**src/rtl/nvsr_pkg.sv**
```systemverilog
package nvsr_pkg;

   // ----------------------------------------------------------------
   // report framing
   // ----------------------------------------------------------------
   localparam int          REPORT_LEN    = 64;
   localparam int          IDX_W         = 6;
   localparam logic [5:0]  LAST_IDX      = 6'h3F;

   // ----------------------------------------------------------------
   // command and status codes
   // ----------------------------------------------------------------
   localparam logic [7:0]  CMD_NVRAM_GET = 8'h61;
   localparam logic [7:0]  SUB_CHIP_SET  = 8'h20;
   localparam logic [7:0]  SUB_KEY_PARAM = 8'h30;
   localparam logic [7:0]  STATUS_OK     = 8'h00;
   localparam logic [7:0]  FILL_BYTE     = 8'h00;
   localparam logic [7:0]  RESERVED_BYTE = 8'h00;

   // ----------------------------------------------------------------
   // byte positions
   // ----------------------------------------------------------------
   localparam logic [5:0]  B_CMD         = 6'h00;
   localparam logic [5:0]  B_STATUS      = 6'h01;
   localparam logic [5:0]  B_SUB_ECHO    = 6'h02;
   localparam logic [5:0]  B_SUB_REQ     = 6'h01;
   localparam logic [5:0]  B_PIN7_DES    = 6'h0B;
   localparam logic [5:0]  B_PIN8_DES    = 6'h0C;
   localparam logic [5:0]  B_OUT_LO      = 6'h0D;
   localparam logic [5:0]  B_OUT_HI      = 6'h0E;
   localparam logic [5:0]  B_DIR_LO      = 6'h0F;
   localparam logic [5:0]  B_DIR_HI      = 6'h10;
   localparam logic [5:0]  B_OTHER       = 6'h11;
   localparam logic [5:0]  B_ACCESS      = 6'h12;
   localparam logic [5:0]  B_VID_LO      = 6'h0C;
   localparam logic [5:0]  B_VID_HI      = 6'h0D;
   localparam logic [5:0]  B_PID_LO      = 6'h0E;
   localparam logic [5:0]  B_PID_HI      = 6'h0F;
   localparam logic [5:0]  B_POWER       = 6'h1D;
   localparam logic [5:0]  B_CURRENT     = 6'h1E;

   // ----------------------------------------------------------------
   // field encodings
   // ----------------------------------------------------------------
   localparam logic [7:0]  DES_GPIO      = 8'h00;
   localparam logic [7:0]  DES_CS        = 8'h01;
   localparam logic [7:0]  DES_DEDICATED = 8'h02;
   localparam logic [7:0]  ACC_OPEN      = 8'h00;
   localparam logic [7:0]  ACC_PASSWORD  = 8'h40;
   localparam logic [7:0]  ACC_LOCKED    = 8'h80;
   localparam logic [2:0]  CNT_NONE      = 3'h0;
   localparam logic [2:0]  CNT_FALL      = 3'h1;
   localparam logic [2:0]  CNT_RISE      = 3'h2;
   localparam logic [2:0]  CNT_LOW       = 3'h3;
   localparam logic [2:0]  CNT_HIGH      = 3'h4;
   localparam int          OTH_WAKE_BIT  = 4;
   localparam int          OTH_CNT_LSB   = 1;
   localparam int          OTH_REL_BIT   = 0;
   localparam int          PWR_HOST_BIT  = 7;
   localparam int          PWR_SELF_BIT  = 6;
   localparam int          PWR_WAKE_BIT  = 5;
   localparam int          PIN_HI_BIT    = 8;

   // ----------------------------------------------------------------
   // carriers
   // ----------------------------------------------------------------
   typedef struct packed {
      logic [7:0]  general_pin_seven;
      logic [7:0]  general_pin_eight;
      logic [8:0]  default_output;
      logic [8:0]  default_direction;
      logic        remote_wake;
      logic [2:0]  count_mode;
      logic        bus_hold;
      logic [7:0]  access_code;
   } nvsr_chip_t;

   typedef struct packed {
      logic [15:0] vendor_id;
      logic [15:0] product_id;
      logic        host_powered;
      logic        self_powered;
      logic        wake_capable;
      logic [7:0]  current_2ma;
   } nvsr_key_t;

   typedef struct packed {
      logic        valid;
      logic        last;
      logic [7:0]  data;
   } nvsr_byte_t;

endpackage

```
**src/rtl/nvsr_byte_mux.sv**
```systemverilog
`timescale 1ns/1ns
module nvsr_byte_mux (
   input  wire logic               sel_key,  // key parameters response
   input  wire logic [5:0]         idx,      // byte index
   input  wire nvsr_pkg::nvsr_chip_t chip,   // chip settings
   input  wire nvsr_pkg::nvsr_key_t  key,    // key parameters
   output logic [7:0]              data      // response byte
);

   logic [7:0] other_byte;
   logic [7:0] power_byte;

   always_comb begin
      other_byte = nvsr_pkg::FILL_BYTE;
      other_byte[nvsr_pkg::OTH_WAKE_BIT] = chip.remote_wake;
      other_byte[nvsr_pkg::OTH_CNT_LSB +: 3] = chip.count_mode;
      other_byte[nvsr_pkg::OTH_REL_BIT] = chip.bus_hold;
      power_byte = nvsr_pkg::FILL_BYTE;
      power_byte[nvsr_pkg::PWR_HOST_BIT] = key.host_powered;
      power_byte[nvsr_pkg::PWR_SELF_BIT] = key.self_powered;
      power_byte[nvsr_pkg::PWR_WAKE_BIT] = key.wake_capable;
   end

   always_comb begin
      data = nvsr_pkg::FILL_BYTE;
      unique case (idx)
         nvsr_pkg::B_CMD:      data = nvsr_pkg::CMD_NVRAM_GET;
         nvsr_pkg::B_STATUS:   data = nvsr_pkg::STATUS_OK;
         nvsr_pkg::B_SUB_ECHO: data = sel_key ? nvsr_pkg::SUB_KEY_PARAM
                                              : nvsr_pkg::SUB_CHIP_SET;
         default:              data = nvsr_pkg::FILL_BYTE;
      endcase
      if (sel_key) begin
         if (idx == nvsr_pkg::B_VID_LO) data = key.vendor_id[7:0];
         if (idx == nvsr_pkg::B_VID_HI) data = key.vendor_id[15:8];
         if (idx == nvsr_pkg::B_PID_LO) data = key.product_id[7:0];
         if (idx == nvsr_pkg::B_PID_HI) data = key.product_id[15:8];
         if (idx == nvsr_pkg::B_POWER) data = power_byte;
         if (idx == nvsr_pkg::B_CURRENT) data = key.current_2ma;
      end else begin
         if (idx == nvsr_pkg::B_PIN7_DES) data = chip.general_pin_seven;
         if (idx == nvsr_pkg::B_PIN8_DES) data = chip.general_pin_eight;
         if (idx == nvsr_pkg::B_OUT_LO) data = chip.default_output[7:0];
         if (idx == nvsr_pkg::B_OUT_HI) begin
            data = {7'h00, chip.default_output[nvsr_pkg::PIN_HI_BIT]};
         end
         if (idx == nvsr_pkg::B_DIR_LO) begin
            data = chip.default_direction[7:0];
         end
         if (idx == nvsr_pkg::B_DIR_HI) begin
            data = {7'h00, chip.default_direction[nvsr_pkg::PIN_HI_BIT]};
         end
         if (idx == nvsr_pkg::B_OTHER) data = other_byte;
         if (idx == nvsr_pkg::B_ACCESS) data = chip.access_code;
      end
   end

endmodule

```
**src/rtl/nvsr_responder.sv**
```systemverilog
// Function
// - bytes 11, 12 give pin seven and eight designation codes 00/01/02
// - bytes 13, 14 give default output word, low byte first
// - bytes 15, 16 give default direction word, low byte first
// - byte 17 bit 4 reports remote wake-up enable
// - byte 17 bits 3..1 give interrupt counting mode code
// - byte 17 bit 0 is the bus hold option
// - byte 18 is the access code 00, 40 or 80
// - key response echoes 61, status 00, sub-command 30
// - byte 29 holds host, self powered and wake capable bits 7..5
// - byte 30 holds requested current in 2 mA units
`timescale 1ns/1ns
module nvsr_responder (
   input  wire logic                 CLK_SYS,     // 20 MHz system clock
   input  wire logic                 SYS_RST,     // async reset, high
   input  wire logic                 CLK_EN,      // freezes state when low
   input  wire logic                 CMD_VALID,   // command byte valid
   input  wire logic [7:0]           CMD_DATA,    // command byte
   input  wire logic                 CMD_LAST,    // last command byte
   output logic                      CMD_READY,   // command byte accepted
   output logic                      RSP_VALID,   // response byte valid
   output logic [7:0]                RSP_DATA,    // response byte
   output logic                      RSP_LAST,    // byte 63 of response
   input  wire logic                 RSP_READY,   // sink takes byte
   output logic                      CMD_IGNORED, // report not answered
   input  wire nvsr_pkg::nvsr_chip_t CHIP_SET,    // stored chip settings
   input  wire nvsr_pkg::nvsr_key_t  KEY_SET      // stored key parameters
);

   // ----------------------------------------------------------------
   // state
   // ----------------------------------------------------------------
   typedef enum logic [2:0] {
      NVSR_RECV = 3'b001,
      NVSR_SEND = 3'b010,
      NVSR_DROP = 3'b100
   } nvsr_state_t;

   nvsr_state_t state_q;
   nvsr_state_t state_d;
   logic [5:0]  idx_q;
   logic [5:0]  idx_d;
   logic [7:0]  cmd_q;
   logic [7:0]  cmd_d;
   logic [7:0]  sub_q;
   logic [7:0]  sub_d;
   logic        bad_q;
   logic        bad_d;
   logic        sel_key_q;
   logic        sel_key_d;
   logic [7:0]  data_q;
   logic [7:0]  data_d;
   logic        ign_q;
   logic        ign_d;
   logic [7:0]  mux_byte;
   logic        take;
   logic        known;

   assign CMD_READY   = (state_q == NVSR_RECV);
   assign RSP_VALID   = (state_q == NVSR_SEND);
   assign RSP_DATA    = data_q;
   assign RSP_LAST    = RSP_VALID && (idx_q == nvsr_pkg::LAST_IDX);
   assign CMD_IGNORED = ign_q;
   assign take        = CMD_VALID && CMD_READY;

   // ----------------------------------------------------------------
   // response byte source
   // ----------------------------------------------------------------
   nvsr_byte_mux u_mux (
      .sel_key (sel_key_d),
      .idx     (idx_d),
      .chip    (CHIP_SET),
      .key     (KEY_SET),
      .data    (mux_byte)
   );

   // ----------------------------------------------------------------
   // command parse and response sequencing
   // ----------------------------------------------------------------
   always_comb begin
      state_d   = state_q;
      idx_d     = idx_q;
      cmd_d     = cmd_q;
      sub_d     = sub_q;
      bad_d     = bad_q;
      sel_key_d = sel_key_q;
      data_d    = data_q;
      ign_d     = 1'b0;
      known     = 1'b0;
      unique case (state_q)
         NVSR_RECV: begin
            if (take) begin
               if (idx_q == nvsr_pkg::B_CMD) begin
                  cmd_d = CMD_DATA;
                  bad_d = 1'b0;
               end else if (idx_q == nvsr_pkg::B_SUB_REQ) begin
                  sub_d = CMD_DATA;
               end else if (CMD_DATA != nvsr_pkg::RESERVED_BYTE) begin
                  bad_d = 1'b1;
               end
               idx_d = idx_q + 6'h01;
               if (CMD_LAST || idx_q == nvsr_pkg::LAST_IDX) begin
                  known = (cmd_d == nvsr_pkg::CMD_NVRAM_GET) && !bad_d &&
                          (idx_q == nvsr_pkg::LAST_IDX) &&
                          (sub_d == nvsr_pkg::SUB_CHIP_SET ||
                           sub_d == nvsr_pkg::SUB_KEY_PARAM);
                  idx_d = nvsr_pkg::B_CMD;
                  if (known) begin
                     sel_key_d = (sub_d == nvsr_pkg::SUB_KEY_PARAM);
                     state_d   = NVSR_SEND;
                  end else begin
                     ign_d = 1'b1;
                     if (!CMD_LAST) state_d = NVSR_DROP;
                  end
               end
            end
         end
         NVSR_DROP: begin
            if (CMD_VALID && CMD_LAST) state_d = NVSR_RECV;
         end
         NVSR_SEND: begin
            if (RSP_READY) begin
               idx_d = idx_q + 6'h01;
               if (idx_q == nvsr_pkg::LAST_IDX) begin
                  idx_d   = nvsr_pkg::B_CMD;
                  state_d = NVSR_RECV;
               end
            end
         end
         default: begin
            state_d = NVSR_RECV;
            idx_d   = nvsr_pkg::B_CMD;
         end
      endcase
      if (state_d == NVSR_SEND) data_d = mux_byte;
   end

   // drop state takes no bytes and waits until the last byte of the oversize report is offered
   always_ff @(posedge CLK_SYS or posedge SYS_RST) begin
      if (SYS_RST) begin
         state_q   <= NVSR_RECV;
         idx_q     <= nvsr_pkg::B_CMD;
         cmd_q     <= nvsr_pkg::FILL_BYTE;
         sub_q     <= nvsr_pkg::FILL_BYTE;
         bad_q     <= 1'b0;
         sel_key_q <= 1'b0;
         data_q    <= nvsr_pkg::FILL_BYTE;
         ign_q     <= 1'b0;
      end else if (CLK_EN) begin
         state_q   <= state_d;
         idx_q     <= idx_d;
         cmd_q     <= cmd_d;
         sub_q     <= sub_d;
         bad_q     <= bad_d;
         sel_key_q <= sel_key_d;
         data_q    <= data_d;
         ign_q     <= ign_d;
      end
   end

endmodule

```
**config.mk**
```make
export PLATFORM = sky130hd
export DESIGN_NAME = nvsr_responder
export DESIGN_NICKNAME = d
export VERILOG_FILES = /design/src/rtl/nvsr_pkg.sv /design/src/rtl/nvsr_byte_mux.sv /design/src/rtl/nvsr_responder.sv
export SDC_FILE = /design/constraint.sdc
export NUM_CORES = 1
export LEC_CHECK = 0
export BUFFER_PORTS_ARGS = -buffer_cell sky130_fd_sc_hd__buf_2
export CAP_MARGIN = 5
export CORE_UTILIZATION = 56
export CTS_BUF_LIST = sky130_fd_sc_hd__clkbuf_8
export DETAILED_ROUTE_END_ITERATION = 10
export MAX_ROUTING_LAYER = met4
export PLACE_DENSITY = 0.89
export SYNTH_ARGS = -nofsm -noshare
export SYNTH_HDL_FRONTEND = slang
export SYNTH_SLANG_ARGS = --single-unit
```
**constraint.sdc**
```tcl
create_clock -name CLK_SYS -period 5.6 [get_ports CLK_SYS]
set_input_delay 0.56 -clock CLK_SYS [delete_from_list [all_inputs] [get_ports CLK_SYS]]
set_output_delay 0.56 -clock CLK_SYS [all_outputs]
set_load 0.02 [all_outputs]
```
; After elaboration in Yosys (flattened, before gate mapping)
; Cells that the tools add are included.
[op_classes]
muxes = 50
add_sub_neg = 1
n_reduce_logical = 14
eq_ne = 20
[ops]
columns = operator, n
row1 = $mux 8, 22
row2 = $eq 6x4->1 const B, 5
row3 = $eq 6x5->1 const B, 5
row4 = $mux 6, 4
row5 = $mux 3, 7
row6 = $pmux 6 s3, 1
row7 = $eq 8x6->1 const B, 2
row8 = $pmux 8 s2, 1
row9 = $mux 1, 13
row10 = $logic_not 6->1, 2
row11 = $pmux 3 s3, 1
row12 = $eq 8x7->1 const B, 1
row13 = $reduce_bool 8->1, 1
row14 = $add 6x1->6 const B, 1
row15 = $eq 3x2->1 const B, 2
row16 = $eq 6x1->1 const B, 1
row17 = $eq 6x2->1 const B, 1
row18 = $eq 6x6->1 const B, 1
row19 = $logic_and 1x1->1, 6
row20 = $mux 5, 1
row21 = $eq 3x1->1 const B, 1
row22 = $eq 3x3->1 const B, 1
row23 = $reduce_and 3->1, 1
row24 = $logic_or 1x1->1, 2
row25 = other kinds (2), 2
[totals]
out_inout_bits = 12
elab_cells = 93
reg_bits = 36

; Depth between registers and ports, before layout
; Gate-level depths: netlist of run 1.
[depth]
ltp_word = 25
mapped_depth = 12
depth_no_buf = 10

; Hierarchy
; Synthesis of run 1 repeated with hierarchy kept, for this count alone.
[unflattened]
hier_cells = 358
area_unflattened_um2 = 3101.7
[by_module_without_submodules]
columns = module, n_inst, seq_area_each_um2, area_per_inst_um2, cells_per_inst
row1 = nvsr_responder, 1, 902.1, 2020.7, 190
row2 = nvsr_byte_mux, 1, 0.0, 1081.0, 168

; Worst setup path after synthesis of run 1
; No wires, ideal clock.
[synth_timing]
path_kind = flip-flop to flip-flop
start = register idx_q[0]
end = register data_q[0] (netlist: RSP_DATA[0])
setup_ns = 0.126
path_buffers = 1
path_stages_with_launch = 11
setup_slack_ns = 2.945
arrival_time_ns = 2.529
synth_period_minus_slack_ns = 2.655
cell_sequence = dfrtp_1 -> ha_1 -> and3b_1 -> o221ai_1 -> o211a_2 -> nand3_2 -> or3b_1 -> buf_2 -> o32ai_2 -> nor3_1 -> a221o_1
[synth_via]
elab_chain_len = 16
elab_cells_between_ends = 69
cone_classes = add/sub (1) / eq/ne (17) / mux (42) / reduce/logical (9)
[synth_lines]
columns = element, line_no
row1 = "start, declared", nvsr_responder.sv:41  ; logic [5:0] idx_q;
row2 = "start signal, assigned", nvsr_responder.sv:142  ; idx_q <= nvsr_pkg::B_CMD;
row3 = "start signal, assigned", nvsr_responder.sv:151  ; idx_q <= idx_d;
row4 = branches (longest 16 deep; another with $add 6x1->6), --
row5 = "end signal, assigned", nvsr_responder.sv:147  ; data_q <= nvsr_pkg::FILL_BYTE;
row6 = "end signal, assigned", nvsr_responder.sv:156  ; data_q <= data_d;
row7 = "end, declared", nvsr_responder.sv:51  ; logic [7:0] data_q;
; Parallel ways; which one is timed is not known. The select of a mux whose other input is x is not followed.
; A chain may end at the register's enable or synchronous reset.

; Final worst setup path of run 1
[layout_timing]
start = register idx_q[1]
end = register data_q[4] (netlist: RSP_DATA[4])
[layout_via]
elab_chain_len = 24
elab_cells_between_ends = 70
cone_classes = add/sub (1) / eq/ne (17) / mux (43) / reduce/logical (9)
[layout_lines]
columns = element
row1 = branches (longest 24 deep; another with $mux 8)
; Parallel ways; which one is timed is not known. The select of a mux whose other input is x is not followed.

==> results of run 1 <==
==> cell usage in the layout, fill, tap and decap left out, types with 3 or more instances in the layout <==
cell       netlist  layout
and2_1           4       4
nor2_1          35      35
ha_1             3       3
a221oi_1         7       7
o211ai_1         3       3
nor3b_1          3       3
nor4_1           3       3
o31ai_1          3       3
a211oi_1        10      10
clkbuf_8         0       5
a2bb2oi_1        4       4
o22ai_1          8       8
a32o_1           3       3
o21ai_0         22      22
buf_4            4       4
nor4b_1          3       3
nor2b_1          4       4
inv_1           16      16
buf_2           17     115
and3_1           4       4
a21oi_2          3       3
dfrtp_1         35      35
nand3_1          8       8
a21oi_1         21      21
mux2_2          24      24
a22oi_1         12      12
nor3_1           3       3
a311oi_1         3       3
a32oi_1          3       3
nand4_1          7       7
nand2_1         50      50
==> registers in the layout, indices dropped and copies added (netlist names) <==
name	count
RSP_DATA	8
cmd_q	8
sub_q	8
idx_q	6
state_q	3
CMD_IGNORED	1
bad_q	1
sel_key_q	1
==> routing by layer <==
| metal | track usage [%] | vias to the layer above |
|---|---|---|
| met5 | - | - |
| met4 | 10.6 | 0 |
| met3 | 5.81 | 19 |
| met2 | 52.9 | 210 |
| met1 | 43.9 | 1710 |
| li1 | - | 1705 |
==> final cells by class <==
cell class | count | area (sq um) | share of cell area, %
clock buffer | 5 | 68.8 | 1.75
clock inverter | 3 | 21.3 | 0.542
timing repair buffer | 119 | 606 | 15.4
inverter | 16 | 60.1 | 1.53
tap | 72 | 90.1 | 2.29
sequential | 36 | 902 | 23.0
multi-input combinational | 314 | 2180 | 55.5
==> logic make-up after synthesis <==
kind of cell,Yosys count,synth area share [%]
compound gates,135,30.5
fa+ha+maj,3,1.14
buf+inv,43,6.25
flops,36,27.5
mux,25,8.64
simple gates,151,26.0
==> power breakdown <==
group | leakage (nW) | internal [W] | total (W) | switching, W
Combinational | 1.25 | 0.000155 | 0.000367 | 0.000212
Clock | 0.0445 | 0.0000883 | 0.000197 | 0.000109
Sequential | 0.477 | 0.000294 | 0.000332 | 0.0000374
Total | 1.77 | 0.000538 | 0.000896 | 0.000358
==> worst reg2reg max path: cells and delay by family, from the launching register on <==
family | cells | cell delay, ps
flip-flops | 1 | 510
adder cells (fa/ha/maj) | 1 | 320
AND/OR/NAND/NOR | 3 | 1280
AO/OA/AOI/OAI | 4 | 1550
==> synth_stat cells, types with 4 or more instances <==
library cell | number | area (sq um)
a221oi_1 | 7 | 61.3
nand2_1 | 50 | 188
nor2b_1 | 4 | 25.0
o21ai_0 | 22 | 110
a21oi_1 | 21 | 105
buf_2 | 17 | 85.1
mux2_2 | 24 | 270
inv_1 | 16 | 60.1
and2_1 | 4 | 25.0
a2bb2oi_1 | 4 | 35.0
buf_4 | 4 | 30.0
o22ai_1 | 8 | 50.1
a22oi_1 | 12 | 90.1
nor2_1 | 35 | 131
nand4_1 | 7 | 43.8
dfrtp_1 | 35 | 876
nand3_1 | 8 | 40.0
a211oi_1 | 10 | 75.1
and3_1 | 4 | 25.0
clkbuf_1 | 5 | 18.8
==> how the worst max path moves through the flow <==
stage,startpoint,endpoint,slack [ps]
2_1_floorplan,idx_q[0],RSP_DATA[0],2950
3_3_place_gp,RSP_READY,RSP_DATA[4],2220
3_5_place_dp,idx_q[1],RSP_DATA[4],1960
4_1_cts,idx_q[1],RSP_DATA[4],1930
5_1_grt,idx_q[1],RSP_DATA[4],1470
6_report,idx_q[1],RSP_DATA[4],1810
==> per-stage QoR <==
| stage | util [%] | area [sq um] | cells |
|---|---|---|---|
| global placement | 68.8 | 3840 | 557 |
| global route | 70.4 | 3930 | 565 |
| finish | 70.4 | 3930 | 565 |
| detailed placement | 68.8 | 3840 | 557 |
| CTS | 70.4 | 3930 | 565 |
| floorplan | - | 3290 | 393 |
==> impl_metrics.yaml, run 1 <==
floorplan:
  io_pins: 116
  initial_core_util_pct: 58.9
  rows: 27
  fp.dieW_microns: 78.6
  die_area_sq_um: 6180
  die_h_microns: 78.6
  core_sq_um: 5570
logic_synthesis:
  synthCells: 393
  synth.distinct_cells: 84
  synth_nets: 500
  yosysSeqAreaShare_pct: 27.5
  syn_area_sq_um: 3290
  synth-main-ff-cell: "dfrtp_1"
  synth-async-reset-ratio_pct: 100
  synth_edf_count: 0
  yosys_warnings: 0
  synth_seq_cells: 36
  syn_area_per_cell_sq_um: 8.36
layout:
  area_delta_synth_final_pct: 19.5
  antennaDiodeCount: 0
  fillers: 438
  drive_gt1_share_pct: 35.7
  final_nets: 599
power_and_ir_drop:
  totalPowerFinal_w: 0.000896
  p_leak_nw: 1.77
  vdd_drop_max_mv: 0.169
  power_density_nw_per_um2: 228
critical_path:
  end_kind: "flop"
  crit_chain: "ha_1 -> nand4_1 -> a31o_2 -> a32oi_1 -> nand3_1 -> nor3_4 -> a211oi_1 -> a221oi_1"
  crit_path_start_kind: "flop"
  cp_max_fo: 15
  worstReg2RegStart: "idx_q[1]"
  required_ps: 5790
  cpPeakStageDelay_ps: 830
  r2r-end: "RSP_DATA[4]"
  cp.arrival_ps: 3980
  cp_num_buf_inv: 0
  crit_family: "compound AO/OA/AOI/OAI gates"
  worst-setup-path-type: "reg2reg"
  cpMaxStageDelayCell: "a32oi_1"
  rrSetupSlack_ps: 1810
  path_depth: 8
  rr_worst_depth: 8
timing:
  slew_violations: 0
  relSlewSlack_pct: 25.2
  fin_crit_sh_pct: 67.7
  worst_hold_slack_ps: 351
  period_needed_ps: 3790
  finalSetupViolCount: 0
  fin_skew_ps: 10.3
  fin_ws_ps: 1810
  worst_pin_slew_ps: 1120
  fin_setup_tns_ps: 0
  hold_viol: 0
  max_freq_ghz: 0.264
  rsz0062_at_grt: "false"
detailed_routing:
  routed-wl-met3_microns: 892
  avgViaCountPerCell: 6.45
  dr.max_layer_used: "met4"
  first_pass_iters: 5
  vias: 3644
  drt-wirelength-per-cell_microns: 17.8
  ant_nets: 0
  drc_errors: 0
  route.met2.wl_microns: 4860
  drtIter0Drc: 395
  wirelength_microns: 10100
  drt-met1-wl_microns: 4160
clock_tree:
  clkLatencyLatePin_ps: 300
  numCtsBuffers: 5
  clock_sinks: 36
  postCtsHoldBufs: 0
  cts.clk_slew.worst_paths_ps: 90
  cts_buffer_depth: 2
  post_cts_resized: 0
  post_cts_buffers: 0
  htreeDepth: 2
  cts_tree: "done"
  clockRootBuffer: "clkbuf_8"
run:
  drv_cap: 0
global_routing:
  antenna_found_initial: 0
  grt_pass1_wl_microns: 15900
  grt_usage_pct: 33.6
  grt_overflow: 0
  grt_pass1_vias: 3368
  grt_max_degree: 37
status:
  status: "finished, final reports clean"
worst_hold_path:
  hold_path_class: "in2async"
placed_design:
  portBuffers: 115
  place_ws_ps: 1960
  place_congestion: 0.940
  dp_hpwl_microns: 7480
No activity file was read; power rests on OpenSTA's default activity.
==> run 2, diff against run 1 <==
- CORE_UTILIZATION: 56 -> 52
- PLACE_DENSITY: 0.89 -> 0.84
- clock period: 5.6 -> 3.7 ns (I/O delays scaled with it)
==> run 2 against run 1 <==
  * Maximum frequency is 9.6% higher
  * Sequential power up 52%
  * Power up 53%
  * Critical path depth grew 1
  * Clock skew rose by 2.1 ps
  * Global-route usage decreased by 0.74 points
  * Cell area grew 0.73%
  * Core utilization fell by 4.4 points
  * Critical path type unchanged
==> impl_metrics.yaml, run 2 (synthesized netlist as in run 1, its figures left out) <==
status:
  status: "finished, final reports clean"
clock_tree:
  clockRootBuffer: "clkbuf_8"
  htreeDepth: 2
  cts_buffer_depth: 2
  post_cts_buffers: 0
  clock_sinks: 36
  clkLatencyLatePin_ps: 310
  post_cts_resized: 0
  cts_tree: "done"
  cts.clk_slew.worst_paths_ps: 90
  numCtsBuffers: 5
  postCtsHoldBufs: 0
power_and_ir_drop:
  p_clk_share_pct: 22.0
  internal-power_w: 0.000821
  power_frac_comb_pct: 41.2
  vdd_drop_max_mv: 0.238
  p_leak_nw: 1.78
  p_switching_w: 0.000546
  power_density_nw_per_um2: 346
  power_switching_share_pct: 39.9
  seqPwrFrac_pct: 36.8
detailed_routing:
  wirelength_microns: 10100
  first_pass_iters: 5
  drc_errors: 0
  ant_nets: 0
  drtIter0Drc: 294
  avgViaCountPerCell: 6.40
  vias: 3656
  drt-wirelength-per-cell_microns: 17.6
timing:
  finalSetupViolCount: 0
  worst_hold_slack_ps: 147
  slew_violations: 0
  fin_crit_sh_pct: 93.4
  period_needed_ps: 3460
  fin_setup_tns_ps: 0
  relSlewSlack_pct: 59.1
  max_freq_ghz: 0.289
  fin_skew_ps: 12.4
  hold_viol: 0
  rsz0062_at_grt: "false"
  worst_pin_slew_ps: 614
floorplan:
  core_sq_um: 5990
  io_pins: 116
  die_h_microns: 81.5
  fp.dieW_microns: 81.5
  initial_core_util_pct: 54.8
  die_area_sq_um: 6640
  rows: 28
critical_path:
  crit_path_start_kind: "flop"
  cp.arrival_ps: 3650
  cpPeakStageDelay_ps: 540
  worst-setup-path-type: "reg2reg"
  crit_chain: "ha_1 -> nand4_1 -> o21ai_0 -> a311o_1 -> a21oi_2 -> nand3_1 -> nor3_4 -> a211oi_1 -> a221oi_1"
  end_kind: "flop"
  crit_family: "compound AO/OA/AOI/OAI gates"
  crit_path_start: "idx_q[0]"
  cpMaxStageDelayCell: "nand3_1"
  cp_num_buf_inv: 0
  worstReg2RegStart: "idx_q[0]"
  required_ps: 3890
  cp_max_fo: 12
global_routing:
  grt_pass1_vias: 3401
  grt_max_degree: 37
  grt_usage_pct: 32.9
  antenna_found_initial: 0
  grt_pass1_wl_microns: 16100
  grt_overflow: 0
layout:
  final_cells: 571
  final_nets: 602
  antennaDiodeCount: 0
  multi_input_area_sq_um: 2180
  utilization_pct: 66.0
  mostFrequentLayoutCells: "buf_2, nand2_1, dfrtp_1, nor2_1, mux2_2"
  fillers: 510
  final_common_cell: "buf_2"
  seq_area_sq_um: 902
  area_delta_synth_final_pct: 20.4
  drive_gt1_share_pct: 36.1
placed_design:
  dp_hpwl_microns: 7740
  dp.cells: 563
  portBuffers: 115
  place_congestion: 0.981
run:
  drv_cap: 0
worst_hold_path:
  hold_path_class: "in2async"
==> run 2: cell count changes in the layout (fill, tap and decap cells not counted) <==
cell and change:
buf_4 +3, clkinv_2 -1, clkinvlp_4 +1, inv_6 -1, clkinv_4 +1
==> run 2: cell type report <==
class,count,area share (%)
multi-input cells,314,55.1
flip-flops and latches,36,22.8
repair buffers,122,15.9
well taps,75,2.37
clock buffers,5,1.74
inverters,16,1.52
clock inverters,3,0.601
==> run 2: worst register-to-register path: cells and delay by family (launching register included) <==
| kind | cells | cell delay, ps |
|---|---|---|
| fa+ha+maj | 1 | 320 |
| flops | 1 | 480 |
| compound gates | 5 | 1460 |
| simple gates | 3 | 1090 |
==> run 2: worst paths after layout <==
| kind | to | slack, ps | depth (start not counted) |
|---|---|---|---|
| setup / recovery | RSP_DATA[4] | 240 | 9 |
| hold / removal | idx_q[0] | 150 | 3 |
| setup reg to reg | RSP_DATA[4] | 240 | 9 |
| hold reg to reg | cmd_q[2] | 510 | 1 |
| max in group asynchronous | state_q[0] | 3200 | 3 |
| min in group CLK_SYS | RSP_DATA[5] | 310 | 3 |
==> run 2: per-layer routing <==
metal,vias to the layer above,GRT usage [%],share of wire [%]
li1,1715,-,-
met3,19,5.00,8.2
met2,195,50.9,48
met1,1727,43.9,42
met5,-,-,0
met4,0,10.7,1.7
==> run 2: power groups by stage <==
stage | logic [W] | clock network [W] | registers [W]
floorplan | 0.000415 | 0 | 0.000480
global placement | 0.000548 | 0 | 0.000504
detailed placement | 0.000555 | 0 | 0.000509
CTS | 0.000557 | 0.000305 | 0.000501
global route | 0.000617 | 0.000320 | 0.000512
finish | 0.000564 | 0.000301 | 0.000503
==> run 2: through the flow <==
step | setup slack, ps | instance area, sq um | power (W)
after CTS | 323 | 3960 | 0.00136
final | 244 | 3960 | 0.00137
after global routing | 12.0 | 3960 | 0.00145
after floorplan | 1050 | 3290 | 0.000894
after detailed placement | 325 | 3860 | 0.00106
after global placement | 516 | 3860 | 0.00105
==> run 3, diff against run 2 <==
- GPL_TIMING_DRIVEN: unset -> 0
==> run 3 against run 2 <==
  * Clock power is 5% lower
  * Flip-flop and latch count is the same
  * Count of clock-buffer cells in the layout unchanged
  * Register-to-register slack better by 180 ps
  * Core utilization rose by 1.8 points
  * Non-clock buffer count grew 19
  * Power up 1.3%
  * First-iteration DRC count increased by 11%
  * Combinational power grew 9.8%
  * Global-route usage increased by 0.70 points
  * Critical endpoint unchanged
  * Highest routed layer unchanged
==> impl_metrics.yaml, run 3 (synthesized netlist as in run 1, its figures left out) <==
placed_design:
  portBuffers: 113
  dpl_cell_area_sq_um: 3970
  place_congestion: 0.919
  dp.cells: 582
  dp_hpwl_microns: 8330
clock_tree:
  clock_sinks: 36
  cts_buffer_depth: 2
  post_cts_buffers: 0
  post_cts_resized: 0
  clockRootBuffer: "clkbuf_8"
  postCtsHoldBufs: 0
  htreeDepth: 2
  numCtsBuffers: 5
  clkLatencyLatePin_ps: 290
  cts_tree: "done"
  cts.clk_slew.worst_paths_ps: 80
layout:
  final_common_cell: "buf_2"
  fillers: 532
  area_delta_synth_final_pct: 23.7
  antennaDiodeCount: 0
  mostFrequentLayoutCells: "buf_2, nand2_1, dfrtp_1, nor2_1, mux2_2"
  final_nets: 621
  fin_area_sq_um: 4070
  drive_gt1_share_pct: 37.5
  final_cells: 590
power_and_ir_drop:
  p_leak_nw: 1.85
  vdd_drop_max_mv: 0.276
  power_density_nw_per_um2: 341
  totalPowerFinal_w: 0.00139
timing:
  fin_crit_sh_pct: 88.5
  hold_viol: 0
  period_needed_ps: 3270
  slew_violations: 0
  finalSetupViolCount: 0
  max_freq_ghz: 0.305
  fin_skew_ps: 4.55
  relSlewSlack_pct: 47.2
  rsz0062_at_grt: "false"
  worst_pin_slew_ps: 791
  fin_setup_tns_ps: 0
detailed_routing:
  vias: 3750
  ant_nets: 0
  avgViaCountPerCell: 6.36
  drtIter0Drc: 326
  drt-wirelength-per-cell_microns: 18.1
  drc_errors: 0
  wirelength_microns: 10700
  first_pass_iters: 4
status:
  status: "finished, final reports clean"
critical_path:
  cpPeakStageDelay_ps: 550
  crit_family: "compound AO/OA/AOI/OAI gates"
  required_ps: 3880
  cp.arrival_ps: 3460
  rr_worst_depth: 10
  worstReg2RegStart: "idx_q[1]"
  cpMaxStageDelayCell: "dfrtp_1"
  end_kind: "flop"
  cp_num_buf_inv: 2
  crit_chain: "ha_1 -> and4_1 -> nand2_1 -> a32oi_4 -> buf_2 -> buf_2 -> o22ai_1 -> a21oi_1 -> nand2_1 -> a221oi_1"
  worst-setup-path-type: "reg2reg"
  rrSetupSlack_ps: 430
  r2r-end: "RSP_DATA[4]"
  cp_max_fo: 10
  crit_path_start_kind: "flop"
global_routing:
  grt_max_degree: 21
  grt_usage_pct: 33.6
  grt_pass1_wl_microns: 16600
  grt_pass1_vias: 3514
  antenna_found_initial: 0
  grt_overflow: 0
floorplan:
  die_area_sq_um: 6640
  die_h_microns: 81.5
  core_sq_um: 5990
  rows: 28
  fp.dieW_microns: 81.5
  initial_core_util_pct: 54.8
  io_pins: 116
worst_hold_path:
  hold_path_class: "in2async"
run:
  drv_cap: 0
-- run 3: cell count changes in the layout (fill, tap and decap cells not counted) --
cell and change:
buf_2 +15, clkbuf_1 +5, buf_4 -3, buf_16 +1, buf_6 +1
-- run 3: cell type report --
type | instances | area, sq um | area share (%)
Tap cell | 75 | 93.8 | 2.31
Inverter | 16 | 60.1 | 1.48
Clock buffer | 5 | 68.8 | 1.69
Buffer | 27 | 145 | 3.57
Clock inverter | 3 | 23.8 | 0.585
Timing Repair Buffer | 114 | 593 | 14.6
Multi-Input combinational cell | 314 | 2180 | 53.6
Sequential cell | 36 | 902 | 22.2
-- run 3: worst max path at each step --
stage	start	end	slack, ps	cells past startpoint
global route	idx_q[1]	RSP_DATA[4]	260	10
global placement	idx_q[1]	RSP_DATA[4]	610	10
finish	idx_q[1]	RSP_DATA[4]	430	10
CTS	idx_q[1]	RSP_DATA[4]	490	10
floorplan	idx_q[0]	RSP_DATA[0]	1050	10
detailed placement	idx_q[1]	RSP_DATA[4]	510	10
-- run 3: metal layers --
metal,vias to the layer above,share of wire (%),track usage (%)
li1,1749,-,-
met1,1794,43,44.5
met2,188,48,53.9
met3,19,7.4,4.33
met4,0,1.4,8.93
met5,-,0,-
-- run 3: power by group --
| part | total (W) | internal, W | switching [W] |
|---|---|---|---|
| sequential | 0.000481 | 0.000446 | 0.0000350 |
| combinational | 0.000619 | 0.000255 | 0.000364 |
| clock | 0.000286 | 0.000133 | 0.000152 |
-- run 3: per-stage QoR --
step / hold slack, ps / util, % / setup WS, ps
after detailed placement: 477 / 66.3 / 507
final: 221 / 67.9 / 426
after global routing: 275 / 67.9 / 265
after CTS: 225 / 67.9 / 494
after floorplan: 470 / - / 1050
after global placement: 474 / 65.9 / 608
